$ cat src/core/nmpf_pkg.sv
// Package of the node mode power sequencer: modes, flag layouts, register map, timing
// Assumes a single system clock of 100 MHz and classic Wishbone register access
package nmpf_pkg;

    // ************************************************
    // Operating modes
    // ************************************************
    typedef enum logic [2:0] {
        MODE_NORMAL,
        MODE_RXONLY,
        MODE_GOSLEEP,
        MODE_STANDBY,
        MODE_SLEEP
    } nmpf_mode_type;

    // ************************************************
    // Flag carriers
    // ************************************************
    typedef struct packed {
        logic coreSupplyLowFlag;
        logic batterySupplyLowFlag;
        logic ioSupplyLowFlag;
    } nmpf_uv_type;

    typedef struct packed {
        logic modeChange;
        logic uvRecover;
        logic uvDetect;
        logic wakeSet;
    } nmpf_irq_type;

    // ************************************************
    // Register map
    // ************************************************
    localparam logic [3:0] REG_STATUS = 4'h0;
    localparam logic [3:0] REG_CTRL = 4'h4;
    localparam logic [3:0] REG_IRQ_STATUS = 4'h8;
    localparam logic [3:0] REG_IRQ_MASK = 4'hc;
    localparam logic [1:0] CTRL_RESET = 2'h3;
    localparam logic [3:0] IRQ_MASK_RESET = 4'h0;
    localparam int CTRL_BUS_WAKE_BIT = 0;
    localparam int CTRL_LOCAL_WAKE_BIT = 1;

    // ************************************************
    // Timing
    // ************************************************
    localparam int CLK_PERIOD_NS = 10;
    localparam int GTS_HOLD_NS = 20000;
    localparam int GTS_HOLD_CYCLES = (GTS_HOLD_NS + CLK_PERIOD_NS - 1) / CLK_PERIOD_NS;

endpackage

$ cat src/core/node_mode_power_fsm.sv
// Node mode power sequencer: mode pins, wake events, undervoltage flags, Wishbone registers
// Assumes mode pins from the host, synchronous wake and undervoltage detector levels
`timescale 1ns/1ps
module node_mode_power_fsm
    import nmpf_pkg::*;
#(
    parameter int unsigned HOLD_CYCLES = GTS_HOLD_CYCLES
)(
    input wire logic clk_sys,
    input wire logic rst,
    input wire logic wbCyc,
    input wire logic wbStb,
    input wire logic wbWe,
    input wire logic [3:0] wbAdr,
    input wire logic [3:0] wbSel,
    input wire logic [31:0] wbDatW,
    output logic [31:0] wbDatR,
    output logic wbAck,
    output logic irq,
    input wire logic standbySelectN,
    input wire logic modeEnable,
    input wire logic busWake,
    input wire logic localWake,
    input wire logic ioLowDet,
    input wire logic batteryLowDet,
    input wire logic coreLowDet,
    input wire logic busActivityIn,
    input wire logic rxBitIn,
    output logic busActivityOut,
    output logic rxBitOut,
    output logic supplySwitchOneOut,
    output logic supplySwitchOneOe,
    output logic supplySwitchTwoOut,
    output logic supplySwitchTwoOe,
    output nmpf_mode_type modeOut
);

    localparam int HW = $clog2(HOLD_CYCLES + 1);

    generate
        if (HOLD_CYCLES < 1)
        begin : g_bad_hold
            $error("HOLD_CYCLES must be at least 1");
        end
    endgenerate

    // ************************************************
    // Functions
    // ************************************************
    function automatic nmpf_mode_type selMode(input logic selPin, input logic enPin);
        nmpf_mode_type m;
        m = MODE_STANDBY;
        case ({selPin, enPin})
            2'h3: m = MODE_NORMAL;
            2'h2: m = MODE_RXONLY;
            2'h1: m = MODE_GOSLEEP;
            default: m = MODE_STANDBY;
        endcase
        return m;
    endfunction

    function automatic logic lowPower(input nmpf_mode_type m);
        return (m == MODE_STANDBY) || (m == MODE_GOSLEEP) || (m == MODE_SLEEP);
    endfunction

    // ************************************************
    // Declarations
    // ************************************************
    logic selPinS1_q, selPinS2_q, selPinS3_q;
    logic enS1_q, enS2_q;
    logic ioPrev_q, batPrev_q, corePrev_q;
    nmpf_mode_type state_q, state_d, sel;
    logic wake_q, wake_d;
    logic viaStandby_q, viaStandby_d;
    nmpf_uv_type uv_q, uv_d;
    logic [HW-1:0] holdCnt_q;
    logic holdDone;
    logic selPinRise, wakeEvt, ioRise, batRise, coreRise, ioFall, batFall, coreFall;
    logic [1:0] ctrl_q;
    nmpf_irq_type irqStat_q, irqMask_q, irqEvt;
    logic wbReq, wbWr;

    // ************************************************
    // Pin synchronisers and edges
    // ************************************************
    // two stage sync, edge from stage two
    always_ff @(posedge clk_sys)
    begin
        if (rst)
        begin
            selPinS1_q <= 1'b0;
            selPinS2_q <= 1'b0;
            selPinS3_q <= 1'b0;
            enS1_q <= 1'b0;
            enS2_q <= 1'b0;
        end
        else
        begin
            selPinS1_q <= standbySelectN;
            selPinS2_q <= selPinS1_q;
            selPinS3_q <= selPinS2_q;
            enS1_q <= modeEnable;
            enS2_q <= enS1_q;
        end
    end

    always_ff @(posedge clk_sys)
    begin
        if (rst)
        begin
            ioPrev_q <= 1'b0;
            batPrev_q <= 1'b0;
            corePrev_q <= 1'b0;
        end
        else
        begin
            ioPrev_q <= ioLowDet;
            batPrev_q <= batteryLowDet;
            corePrev_q <= coreLowDet;
        end
    end

    assign selPinRise = selPinS2_q & ~selPinS3_q;
    assign sel = selMode(selPinS2_q, enS2_q);
    assign ioRise = ioLowDet & ~ioPrev_q;
    assign batRise = batteryLowDet & ~batPrev_q;
    assign coreRise = coreLowDet & ~corePrev_q;
    assign ioFall = ~ioLowDet & ioPrev_q & uv_q.ioSupplyLowFlag;
    assign batFall = ~batteryLowDet & batPrev_q & uv_q.batterySupplyLowFlag;
    assign coreFall = ~coreLowDet & corePrev_q & uv_q.coreSupplyLowFlag;
    assign wakeEvt = selPinRise | (busWake & ctrl_q[CTRL_BUS_WAKE_BIT])
        | (localWake & ctrl_q[CTRL_LOCAL_WAKE_BIT]);

    // ************************************************
    // Go-to-sleep hold timer
    // ************************************************
    always_ff @(posedge clk_sys)
    begin
        if (rst)
        begin
            holdCnt_q <= '0;
        end
        else if (state_q != MODE_GOSLEEP)
        begin
            holdCnt_q <= '0;
        end
        else if (!holdDone)
        begin
            holdCnt_q <= holdCnt_q + HW'(1);
        end
    end

    assign holdDone = (holdCnt_q == HW'(HOLD_CYCLES));

    // ************************************************
    // Mode transitions
    // ************************************************
    always_comb
    begin
        state_d = state_q;
        wake_d = wake_q;
        viaStandby_d = 1'b0;
        uv_d = uv_q;
        if (ioRise)
            uv_d.ioSupplyLowFlag = 1'b1;
        if (batRise)
            uv_d.batterySupplyLowFlag = 1'b1;
        if (coreRise)
            uv_d.coreSupplyLowFlag = 1'b1;
        if (ioFall)
            uv_d.ioSupplyLowFlag = 1'b0;
        if (batFall)
            uv_d.batterySupplyLowFlag = 1'b0;
        if (coreFall)
            uv_d.coreSupplyLowFlag = 1'b0;
        if (ioRise || batRise || coreRise)
        begin
            // undervoltage entry, IO and battery first
            wake_d = 1'b0;
            if (ioRise || batRise)
                state_d = MODE_SLEEP;
            else if (state_q == MODE_NORMAL || state_q == MODE_RXONLY)
                state_d = MODE_STANDBY;
        end
        else if (viaStandby_q)
        begin
            state_d = sel;
        end
        else if (wakeEvt && lowPower(state_q))
        begin
            wake_d = 1'b1;
            uv_d = '0;
            if (state_q == MODE_SLEEP && sel != MODE_STANDBY)
            begin
                state_d = MODE_STANDBY;
                viaStandby_d = 1'b1;
            end
            else
            begin
                state_d = sel;
            end
        end
        else if (state_q == MODE_STANDBY && (ioFall || batFall || coreFall))
        begin
            if (ioFall && !selPinS2_q)
            begin
                state_d = MODE_SLEEP;
                wake_d = 1'b0;
            end
            else
            begin
                state_d = sel;
            end
            if (batFall && !(ioFall && !selPinS2_q))
            begin
                wake_d = 1'b1;
                uv_d = '0;
            end
        end
        else if (uv_q == '0)
        begin
            case (state_q)
                MODE_NORMAL, MODE_RXONLY, MODE_STANDBY:
                    state_d = sel;
                MODE_GOSLEEP:
                begin
                    // auto Sleep only with wake clear
                    if (!holdDone)
                        state_d = sel;
                    else if (!wake_q)
                        state_d = MODE_SLEEP;
                end
                default:
                    state_d = state_q;
            endcase
        end
        if (state_d == MODE_NORMAL)
            wake_d = 1'b0;
    end

    always_ff @(posedge clk_sys)
    begin
        if (rst)
        begin
            state_q <= MODE_STANDBY;
            wake_q <= 1'b0;
            viaStandby_q <= 1'b0;
            uv_q <= '0;
        end
        else
        begin
            state_q <= state_d;
            wake_q <= wake_d;
            viaStandby_q <= viaStandby_d;
            uv_q <= uv_d;
        end
    end

    // ************************************************
    // Pin outputs
    // ************************************************
    always_ff @(posedge clk_sys)
    begin
        if (rst)
        begin
            busActivityOut <= 1'b1;
            rxBitOut <= 1'b1;
            supplySwitchOneOut <= 1'b1;
            supplySwitchOneOe <= 1'b1;
            supplySwitchTwoOut <= 1'b0;
            supplySwitchTwoOe <= 1'b0;
            modeOut <= MODE_STANDBY;
        end
        else
        begin
            modeOut <= state_d;
            supplySwitchOneOut <= (state_d != MODE_SLEEP);
            supplySwitchOneOe <= (state_d != MODE_SLEEP);
            if (lowPower(state_d))
            begin
                busActivityOut <= ~wake_d;
                rxBitOut <= ~wake_d;
                supplySwitchTwoOut <= wake_d;
                supplySwitchTwoOe <= wake_d;
            end
            else
            begin
                busActivityOut <= busActivityIn;
                rxBitOut <= rxBitIn;
                supplySwitchTwoOut <= 1'b1;
                supplySwitchTwoOe <= 1'b1;
            end
        end
    end

    // ************************************************
    // Wishbone slave
    // ************************************************
    assign wbReq = wbCyc & wbStb & ~wbAck;
    assign wbWr = wbReq & wbWe & wbSel[0];

    always_ff @(posedge clk_sys)
    begin
        if (rst)
        begin
            wbAck <= 1'b0;
            wbDatR <= 32'h0;
        end
        else
        begin
            wbAck <= wbReq;
            wbDatR <= 32'h0;
            if (wbReq && !wbWe)
            begin
                case (wbAdr)
                    REG_STATUS: wbDatR <= {25'h0, uv_q, wake_q, state_q};
                    REG_CTRL: wbDatR <= {30'h0, ctrl_q};
                    REG_IRQ_STATUS: wbDatR <= {28'h0, irqStat_q};
                    REG_IRQ_MASK: wbDatR <= {28'h0, irqMask_q};
                    default: wbDatR <= 32'h0;
                endcase
            end
        end
    end

    always_ff @(posedge clk_sys)
    begin
        if (rst)
        begin
            ctrl_q <= CTRL_RESET;
            irqMask_q <= IRQ_MASK_RESET;
        end
        else if (wbWr)
        begin
            if (wbAdr == REG_CTRL)
                ctrl_q <= wbDatW[1:0];
            if (wbAdr == REG_IRQ_MASK)
                irqMask_q <= wbDatW[3:0];
        end
    end

    // ************************************************
    // Interrupts
    // ************************************************
    assign irqEvt.wakeSet = wake_d & ~wake_q;
    assign irqEvt.uvDetect = ioRise | batRise | coreRise;
    assign irqEvt.uvRecover = ioFall | batFall | coreFall;
    assign irqEvt.modeChange = (state_d != state_q);

    always_ff @(posedge clk_sys)
    begin
        if (rst)
        begin
            irqStat_q <= '0;
        end
        else if (wbWr && wbAdr == REG_IRQ_STATUS)
        begin
            irqStat_q <= (irqStat_q & ~wbDatW[3:0]) | irqEvt;
        end
        else
        begin
            irqStat_q <= irqStat_q | irqEvt;
        end
    end

    assign irq = |(irqStat_q & irqMask_q);
endmodule

$ cat config.mk
export PLATFORM = sky130hd
export DESIGN_NAME = node_mode_power_fsm
export DESIGN_NICKNAME = d
export VERILOG_FILES = /design/src/core/nmpf_pkg.sv /design/src/core/node_mode_power_fsm.sv
export SDC_FILE = /design/constraint.sdc
export NUM_CORES = 1
export LEC_CHECK = 0
export BUFFER_PORTS_ARGS = -buffer_cell sky130_fd_sc_hd__buf_2
export CELL_PAD_IN_SITES_DETAIL_PLACEMENT = 1
export CELL_PAD_IN_SITES_GLOBAL_PLACEMENT = 2
export CORE_AREA = 2 2 100 102
export DETAILED_ROUTE_END_ITERATION = 7
export DIE_AREA = 0 0 102 104
export PLACE_DENSITY = 0.82
export REMOVE_ABC_BUFFERS = 1
export SYNTH_ARGS = -nofsm -noshare
export SYNTH_HDL_FRONTEND = slang
export SYNTH_SLANG_ARGS = --single-unit
export TNS_END_PERCENT = 30
$ cat constraint.sdc
create_clock -name clk_sys -period 3.3 [get_ports clk_sys]
set_input_delay 0.165 -clock clk_sys [delete_from_list [all_inputs] [get_ports clk_sys]]
set_output_delay 0.165 -clock clk_sys [all_outputs]
set_load 0.005 [all_outputs]
==> summary.md, run 1 <==
| Metric | Value |
|---|---|
| Outcome | `complete, no violations` |
| Vias in the first global route | `2,208` |
| Hold Path Depth | `2` |
| Setup violators final | `0` |
| Crit path largest cell delay | `0.58 ns` |
| Reg2reg start | `holdCnt_q[2]$_SDFFE_PP0P_` |
| Initial antenna violation count | `0` |
| EDFF count, synth | `0` |
| CP Cell Sequence | `or4b_1, or4_1, a221o_1, a21oi_2, nor2_1, xnor2_1, a41oi_1` |
| Crit. End Element | `register` |
| Endpoint, Worst Hold | `enS1_q$_SDFF_PP0_` |
| PD cells | `420 mW/mm^2` |
| Layout Nets | `388` |
| Routed vias | `2,193` |
| Ys flop type | `dfxtp_1` |
| Critical R2R Capture | `irqStat_q[3]$_SDFF_PP0_` |
| Starting Density | `26.2%` |
| Syn Inst Count | `293` |
| Routability congestion estimate | `0.858` |
| Detailed placer's ending HPWL | `4860 um` |
| R2R cell count | `7` |
| I/O pin count | `97` |
| Seq/Total Area, Yosys | `39.3%` |
| Final hold violations | `0` |
| Drt total wl | `6500 um` |
| Root Buffer Master | `clkbuf_8` |
| Final core occ | `29.7%` |
| TritonCTS clock tree | `built` |
| Least-Margin Pin Slew | `0.862 ns` |
| Port Buffer Count | `40` |
| Post_cts resized | `0` |
| RSZ-0062 raised after global routing | `no` |
| Area delta synth->final | `13.3%` |
| Initial DRT Pass Iterations | `4` |
| Die X | `102 um` |
| Setup crit start kind | `register` |
| Cell Area, Synth | `0.00250 mm^2` |
| Adder-cell share of the synthesized area | `1.00%` |
| Min cycle time layout | `2.80 ns` |
| Pleak | `1.13 nW` |
| Layout cell share with drive strength beyond 1 | `18.1%` |
| First-pass GRT wire length | `10,800 um` |
| Full die area | `0.0106 mm^2` |
| Vias/cell | `4.72` |
| Fraction of synthesized area in multiplexers | `3.51%` |
| Worst-Skew Late Latency | `0.30 ns` |
| Largest area contributor in the netlist | `dfxtp_1` |
| Largest family of logic cells by synthesized area | `simple AND/OR/NAND/NOR gates` |
| TritonCTS Sinks | `49` |
| CTS clk-pin slew, worst paths | `0.09 ns` |
| Synth unique cells | `54` |
| Core Box Area | `0.00955 mm^2` |
| Inserted Clock Buffers | `5` |
| Drt wl/cell | `14.0 um` |
| VDD IR max | `0.000134 V` |
| Simple-gate area share of the yosys netlist | `26.3%` |
| Post-CTS Setup Bufs | `0` |
| CTS Hold Bufs | `0` |
| Hold WC Path Type | `input pin to register` |
| Tcrit/Tclk final | `84.8%` |
| Worst Skew | `0.00506 ns` |
| Asr flop ratio synth | `0%` |
| Reg2reg setup slack | `0.50 ns` |
| Largest net degree at the start of global routing | `22` |
| Final TNS setup | `0 ns` |
| Crit-path slowest cell | `or4_1` |
| CP delay by family, top | `simple AND/OR/NAND/NOR gates` |
| Antenna viol nets, final | `0` |
| Die outline height | `104 um` |
| Fmax | `357 MHz` |
| Worst-path fanout max | `6` |
| Ys Warns | `0` |
| Pins Over Slew Limit | `0` |
| H-tree Lvls | `2` |
| Hold slack | `0.0632 ns` |
| Ant diodes | `0` |
| Synth Area in XOR/XNOR | `3.86%` |
| Crit path DAT | `2.97 ns` |
| GRT overflow | `0` |
| Avg Inst Size Synth | `8.53 um^2` |
| Post-synth top area share | `39.3%` |
| Tot GR Track Use | `12.6%` |
| WS Path Type | `register to register` |
| Max Cap Violations | `0` |
| CTS max path bufs | `2` |
| Top cells by area, synth | `dfxtp_1 (39%), buf_4 (8.1%), nor2_1 (5.7%), nor2b_1 (2.8%), nand2_1 (2.6%)` |
| CP required | `3.47 ns` |
| Hold path start | `modeEnable` |
| DRC violations left | `0` |
| Slew HR | `41.8%` |
| Row cnt | `36` |
| CP Buf/Inv Count | `0` |
| Initial DRC Count | `97` |
| Compound-Gate Fraction of Synth Area | `15.0%` |
| Synthesis-stage register bit count | `49` |
## worst register-to-register path: stages, from the launching register on
cell,delay [ns]
dfxtp_1,0.35
or4b_1,0.56
or4_1,0.58
a221o_1,0.39
a21oi_2,0.29
nor2_1,0.14
xnor2_1,0.23
a41oi_1,0.12
## where the power goes
group	internal (W)	leakage (nW)	switching [W]	total (W)
Clock	0.000166	0.0433	0.000203	0.000369
Sequential	0.000614	0.401	0.0000249	0.000639
Combinational	0.0000750	0.690	0.000107	0.000182
## stage by stage
| step | worst slack [ns] | cell area (um^2) | std cells | power, W |
|---|---|---|---|---|
| floorplan | 0.838 | 2360 | 283 | 0.000758 |
| finish | 0.502 | 2830 | 465 | 0.00119 |
| global route | 0.374 | 2830 | 465 | 0.00126 |
| detailed placement | 0.555 | 2740 | 458 | 0.000832 |
| global placement | 0.594 | 2740 | 458 | 0.000829 |
| CTS | 0.496 | 2830 | 465 | 0.00121 |
## layout by cell type (no fill, tap or decap), drive strengths merged, types with 7 or more instances in the layout
cell type,synthesis,routed
conb,1,25
a21oi,11,11
nor2b,11,11
nand2,17,17
inv,11,11
nor2,38,38
nand3,12,12
nor3,7,7
buf,27,42
dfxtp,49,49
o21ai,10,10
## registers in the layout, summed over array words and instances, names as in the netlist
signal and cells:
irqStat_q 4, uv_q 3, selPinS2_q 1, enS2_q 1
wake_q 1, irqMask_q 4, selPinS1_q 1, holdCnt_q 11
supplySwitchTwoOe 1, viaStandby_q 1, selPinS3_q 1, ioPrev_q 1
batPrev_q 1, ctrl_q 2, corePrev_q 1, busActivityOut 1
wbAck 1, enS1_q 1, rxBitOut 1, modeOut 3
wbDatR 7, supplySwitchOneOe 1
## synth_stat cells (all sizes together), types with 2 or more instances
| cell | count |
|---|---|
| dfxtp | 49 |
| nor2 | 38 |
| buf | 27 |
| nand2 | 17 |
| nand3 | 12 |
| a21oi | 11 |
| inv | 11 |
| nor2b | 11 |
| o21ai | 10 |
| clkbuf | 7 |
| nor3 | 7 |
| and2 | 6 |
| nand2b | 6 |
| nand3b | 6 |
| xor2 | 6 |
| xnor2 | 5 |
| a22oi | 4 |
| a31oi | 4 |
| and3 | 4 |
| nor4 | 4 |
| nand4 | 3 |
| o211ai | 3 |
| or4 | 3 |
| a221o | 2 |
| a31o | 2 |
| ha | 2 |
| mux2 | 2 |
| mux2i | 2 |
| mux4 | 2 |
| nor3b | 2 |
| o211a | 2 |
| o21bai | 2 |
| o311ai | 2 |
| or3b | 2 |
## per-layer routing
metal / GRT usage (%) / vias to the layer above / wire length [um]
met1: 16.6 / 1069 / 3000
met5: 0 / - / 0
li1: - / 1052 / -
met2: 20.2 / 62 / 3030
met4: 4.95 / 0 / 151
met3: 2.42 / 10 / 323
## worst max-delay path by stage
stage	from	to	slack, ns	depth (start not counted)
after floorplan	holdCnt_q[2]$_SDFFE_PP0P_	irqStat_q[0]$_SDFF_PP0_	0.84	7
after global placement	holdCnt_q[2]$_SDFFE_PP0P_	irqStat_q[0]$_SDFF_PP0_	0.59	7
after detailed placement	holdCnt_q[2]$_SDFFE_PP0P_	irqStat_q[0]$_SDFF_PP0_	0.56	7
after CTS	holdCnt_q[2]$_SDFFE_PP0P_	irqStat_q[3]$_SDFF_PP0_	0.50	7
after global routing	holdCnt_q[2]$_SDFFE_PP0P_	irqStat_q[3]$_SDFF_PP0_	0.37	7
final	holdCnt_q[2]$_SDFFE_PP0P_	irqStat_q[3]$_SDFF_PP0_	0.50	7
## cells by family after synthesis
kind of cell | Yosys count
muxes | 6
other | 1
xor gates and xnor gates | 11
DFF | 49
buffers and inverters | 46
and+or+nand+nor | 125
AOI/OAI and AO/OA | 53
adders and majority gates | 2
## final cells by class
| class | instances | area (um^2) |
|---|---|---|
| clock buffer | 6 | 82.6 |
| inverter | 12 | 45.0 |
| fill | 1187 | 6720 |
| clock inverter | 1 | 7.51 |
| timing repair buffer | 42 | 215 |
| multi-input combinational | 222 | 1330 |
| sequential | 49 | 981 |
| tap | 133 | 166 |
Power figures use the tool's default switching activity.
==> inputs of run 2 (changes only) <==
Clock period 3.3 ns to 2.75 ns, I/O delays scaled along.
==> run 2 against run 1 <==
Clock skew increased by 0.00058 ns. Combinational power increased by 23%. Highest routed layer unchanged. Critical path type unchanged. Sequential cell count unchanged.
==> summary.md, run 2 (synthesis results as in run 1) <==
| Metric | Value |
|---|---|
| Outcome | `complete, no violations` |
| Pins Over Slew Limit | `0 (unchanged)` |
| Slew HR | `38.5% (-3.3 points)` |
| First-pass GRT wire length | `10,900 um (+1.4%)` |
| Detailed placer's ending HPWL | `4990 um (+2.8%)` |
| Final hold violations | `0 (unchanged)` |
| CP Cell Sequence | `or4b_4, or4_4, a221o_1, a21oi_4, nor2_1, xnor2_1, a41oi_1` |
| Initial antenna violation count | `0 (unchanged)` |
| CP required | `2.92 ns (-0.55 ns)` |
| Routability congestion estimate | `0.808 (-5.8%)` |
| Worst-path fanout max | `4 (-2)` |
| Worst Skew | `0.00564 ns (+0.000583 ns)` |
| Largest registers | `holdCnt_q x11, wbDatR x7` |
| Crit. End Element | `register` |
| Vias/cell | `4.66 (-1.3%)` |
| RSZ-0062 raised after global routing | `no` |
| Hold WC Path Type | `input pin to register` |
| Commonest cells after routing, fill and taps aside | `dfxtp_1 (49), buf_2 (40), nor2_1 (38)` |
| Antenna viol nets, final | `0 (unchanged)` |
| CP Launch Point | `holdCnt_q[3]$_SDFFE_PP0P_` |
| Die outline height | `104 um (unchanged)` |
| R2R cell count | `7 (unchanged)` |
| CP endpoint | `irqStat_q[3]$_SDFF_PP0_` |
| Worst-Skew Late Latency | `0.30 ns (about the same)` |
| CTS max path bufs | `2 (unchanged)` |
| Port Buffer Count | `40 (unchanged)` |
| Starting Density | `26.2% (unchanged)` |
| Inserted Clock Buffers | `5 (unchanged)` |
| DP Worst Slack | `0.0327 ns (-0.522 ns)` |
| Ant diodes | `0 (unchanged)` |
| Tot GR Track Use | `12.8% (+0.23 points)` |
| Max Cap Violations | `0 (unchanged)` |
| Final core occ | `30.3% (+0.62 points)` |
| Drt total wl | `6580 um (+1.2%)` |
| Setup violators final | `0 (unchanged)` |
| Pleak | `1.17 nW (+3.2%)` |
| Post-CTS Setup Bufs | `0 (unchanged)` |
| Crit path largest cell delay | `0.55 ns (-0.03 ns)` |
| GRT overflow | `0 (unchanged)` |
| TritonCTS Sinks | `49 (unchanged)` |
| Reg2reg setup slack | `0.12 ns (-0.38 ns)` |
| Drt wl/cell | `14.0 um (about the same)` |
| Biggest register | `holdCnt_q` |
| Commonest non-fill, non-tap cell in the layout | `dfxtp_1` |
| Area delta synth->final | `15.7%` |
| Final WS setup | `0.120 ns (-0.382 ns)` |
| Root Buffer Master | `clkbuf_8` |
| Initial DRC Count | `102 (+5.2%)` |
| Setup crit start kind | `register` |
| I/O pin count | `97 (unchanged)` |
| Critical R2R Capture | `irqStat_q[3]$_SDFF_PP0_` |
| Crit-path slowest cell | `or4_4` |
| CTS clk-pin slew, worst paths | `0.09 ns (about the same)` |
| Die X | `102 um (unchanged)` |
| Full die area | `0.0106 mm^2 (unchanged)` |
| VDD IR max | `0.000192 V (+43%)` |
| Largest net degree at the start of global routing | `22 (unchanged)` |
| Vias in the first global route | `2,244 (+1.6%)` |
| Initial DRT Pass Iterations | `4 (unchanged)` |
| PD cells | `500 mW/mm^2 (+19%)` |
| Least-Margin Pin Slew | `0.911 ns (+0.0492 ns)` |
| # fillers | `1,191 (+0.34%)` |
| TritonCTS clock tree | `built` |
| Tcrit/Tclk final | `95.6% (+11 points)` |
| Max reg flops | `11 (unchanged)` |
| Reg2reg start | `holdCnt_q[3]$_SDFFE_PP0P_` |
| Crit path DAT | `2.80 ns (-0.17 ns)` |
| WS Path Type | `register to register` |
| Row cnt | `36 (unchanged)` |
| Layout cell share with drive strength beyond 1 | `20.1% (+2.0 points)` |
| Final TNS setup | `0 ns (unchanged)` |
| Hold slack | `0.0354 ns (-0.0278 ns)` |
| DRC violations left | `0 (unchanged)` |
| Fmax | `380 MHz (+6.4%)` |
| H-tree Lvls | `2 (unchanged)` |
| Layout Nets | `393 (+1.3%)` |
| Min cycle time layout | `2.63 ns (-0.168 ns)` |
| Routed vias | `2,193 (unchanged)` |
| Core Box Area | `0.00955 mm^2 (unchanged)` |
## run 2: worst min-delay path by stage
stage                   startpoint                      end  slack (ns)  depth (start not counted)
finish              standbySelectN    selPinS1_q$_SDFF_PP0_        0.04                          2
floorplan                      rst  irqStat_q[2]$_SDFF_PP0_        0.21                          1
detailed placement  standbySelectN    selPinS1_q$_SDFF_PP0_        0.35                          2
global placement    standbySelectN    selPinS1_q$_SDFF_PP0_        0.35                          2
CTS                 standbySelectN    selPinS1_q$_SDFF_PP0_        0.03                          2
global route        standbySelectN    selPinS1_q$_SDFF_PP0_        0.04                          2
## run 2: report_power, final
group          total [W]  internal (W)  switching (W)
registers       0.000767      0.000737      0.0000305
clock network   0.000453      0.000204       0.000248
logic           0.000224     0.0000948       0.000129
total            0.00144       0.00104       0.000408
## run 2: what timing repair did
item                       in CTS  in global routing
setup endpoints to repair       0                  5
resized for setup               0                  3
hold buffers                    0                  0
## run 2: critical path: cells and delay by family, from the launching register on
family,cells,cell delay [ns]
XOR/XNOR,1,0.23
flip-flops,1,0.35
AND/OR/NAND/NOR,3,1.20
AO/OA/AOI/OAI,3,0.72
## run 2: through the flow
step,total power (W),std cells,area [um^2]
after floorplan,0.000909,283,2360
after global placement,0.000998,463,2780
after detailed placement,0.00100,463,2780
after CTS,0.00147,471,2880
after global routing,0.00153,471,2890
final,0.00144,471,2890
## run 2: layout make-up
cell class                      count  area, um^2  area share [%]
Multi-Input combinational cell    222        1350            46.7
Sequential cell                    49         981            33.9
Timing Repair Buffer               47         253            8.74
Tap cell                          133         166            5.76
Clock buffer                        6        82.6            2.86
Inverter                           12        45.0            1.56
Clock inverter                      2        13.8           0.476
## run 2: metal layers
layer | up-vias | routed length [um] | share of wire (%) | global-route usage [%]
li1 | 1063 | - | - | -
met1 | 1060 | 3060 | 47 | 16.8
met2 | 59 | 3100 | 47 | 20.9
met3 | 11 | 297 | 4.5 | 2.28
met4 | 0 | 125 | 1.9 | 4.67
met5 | - | 0 | 0 | 0
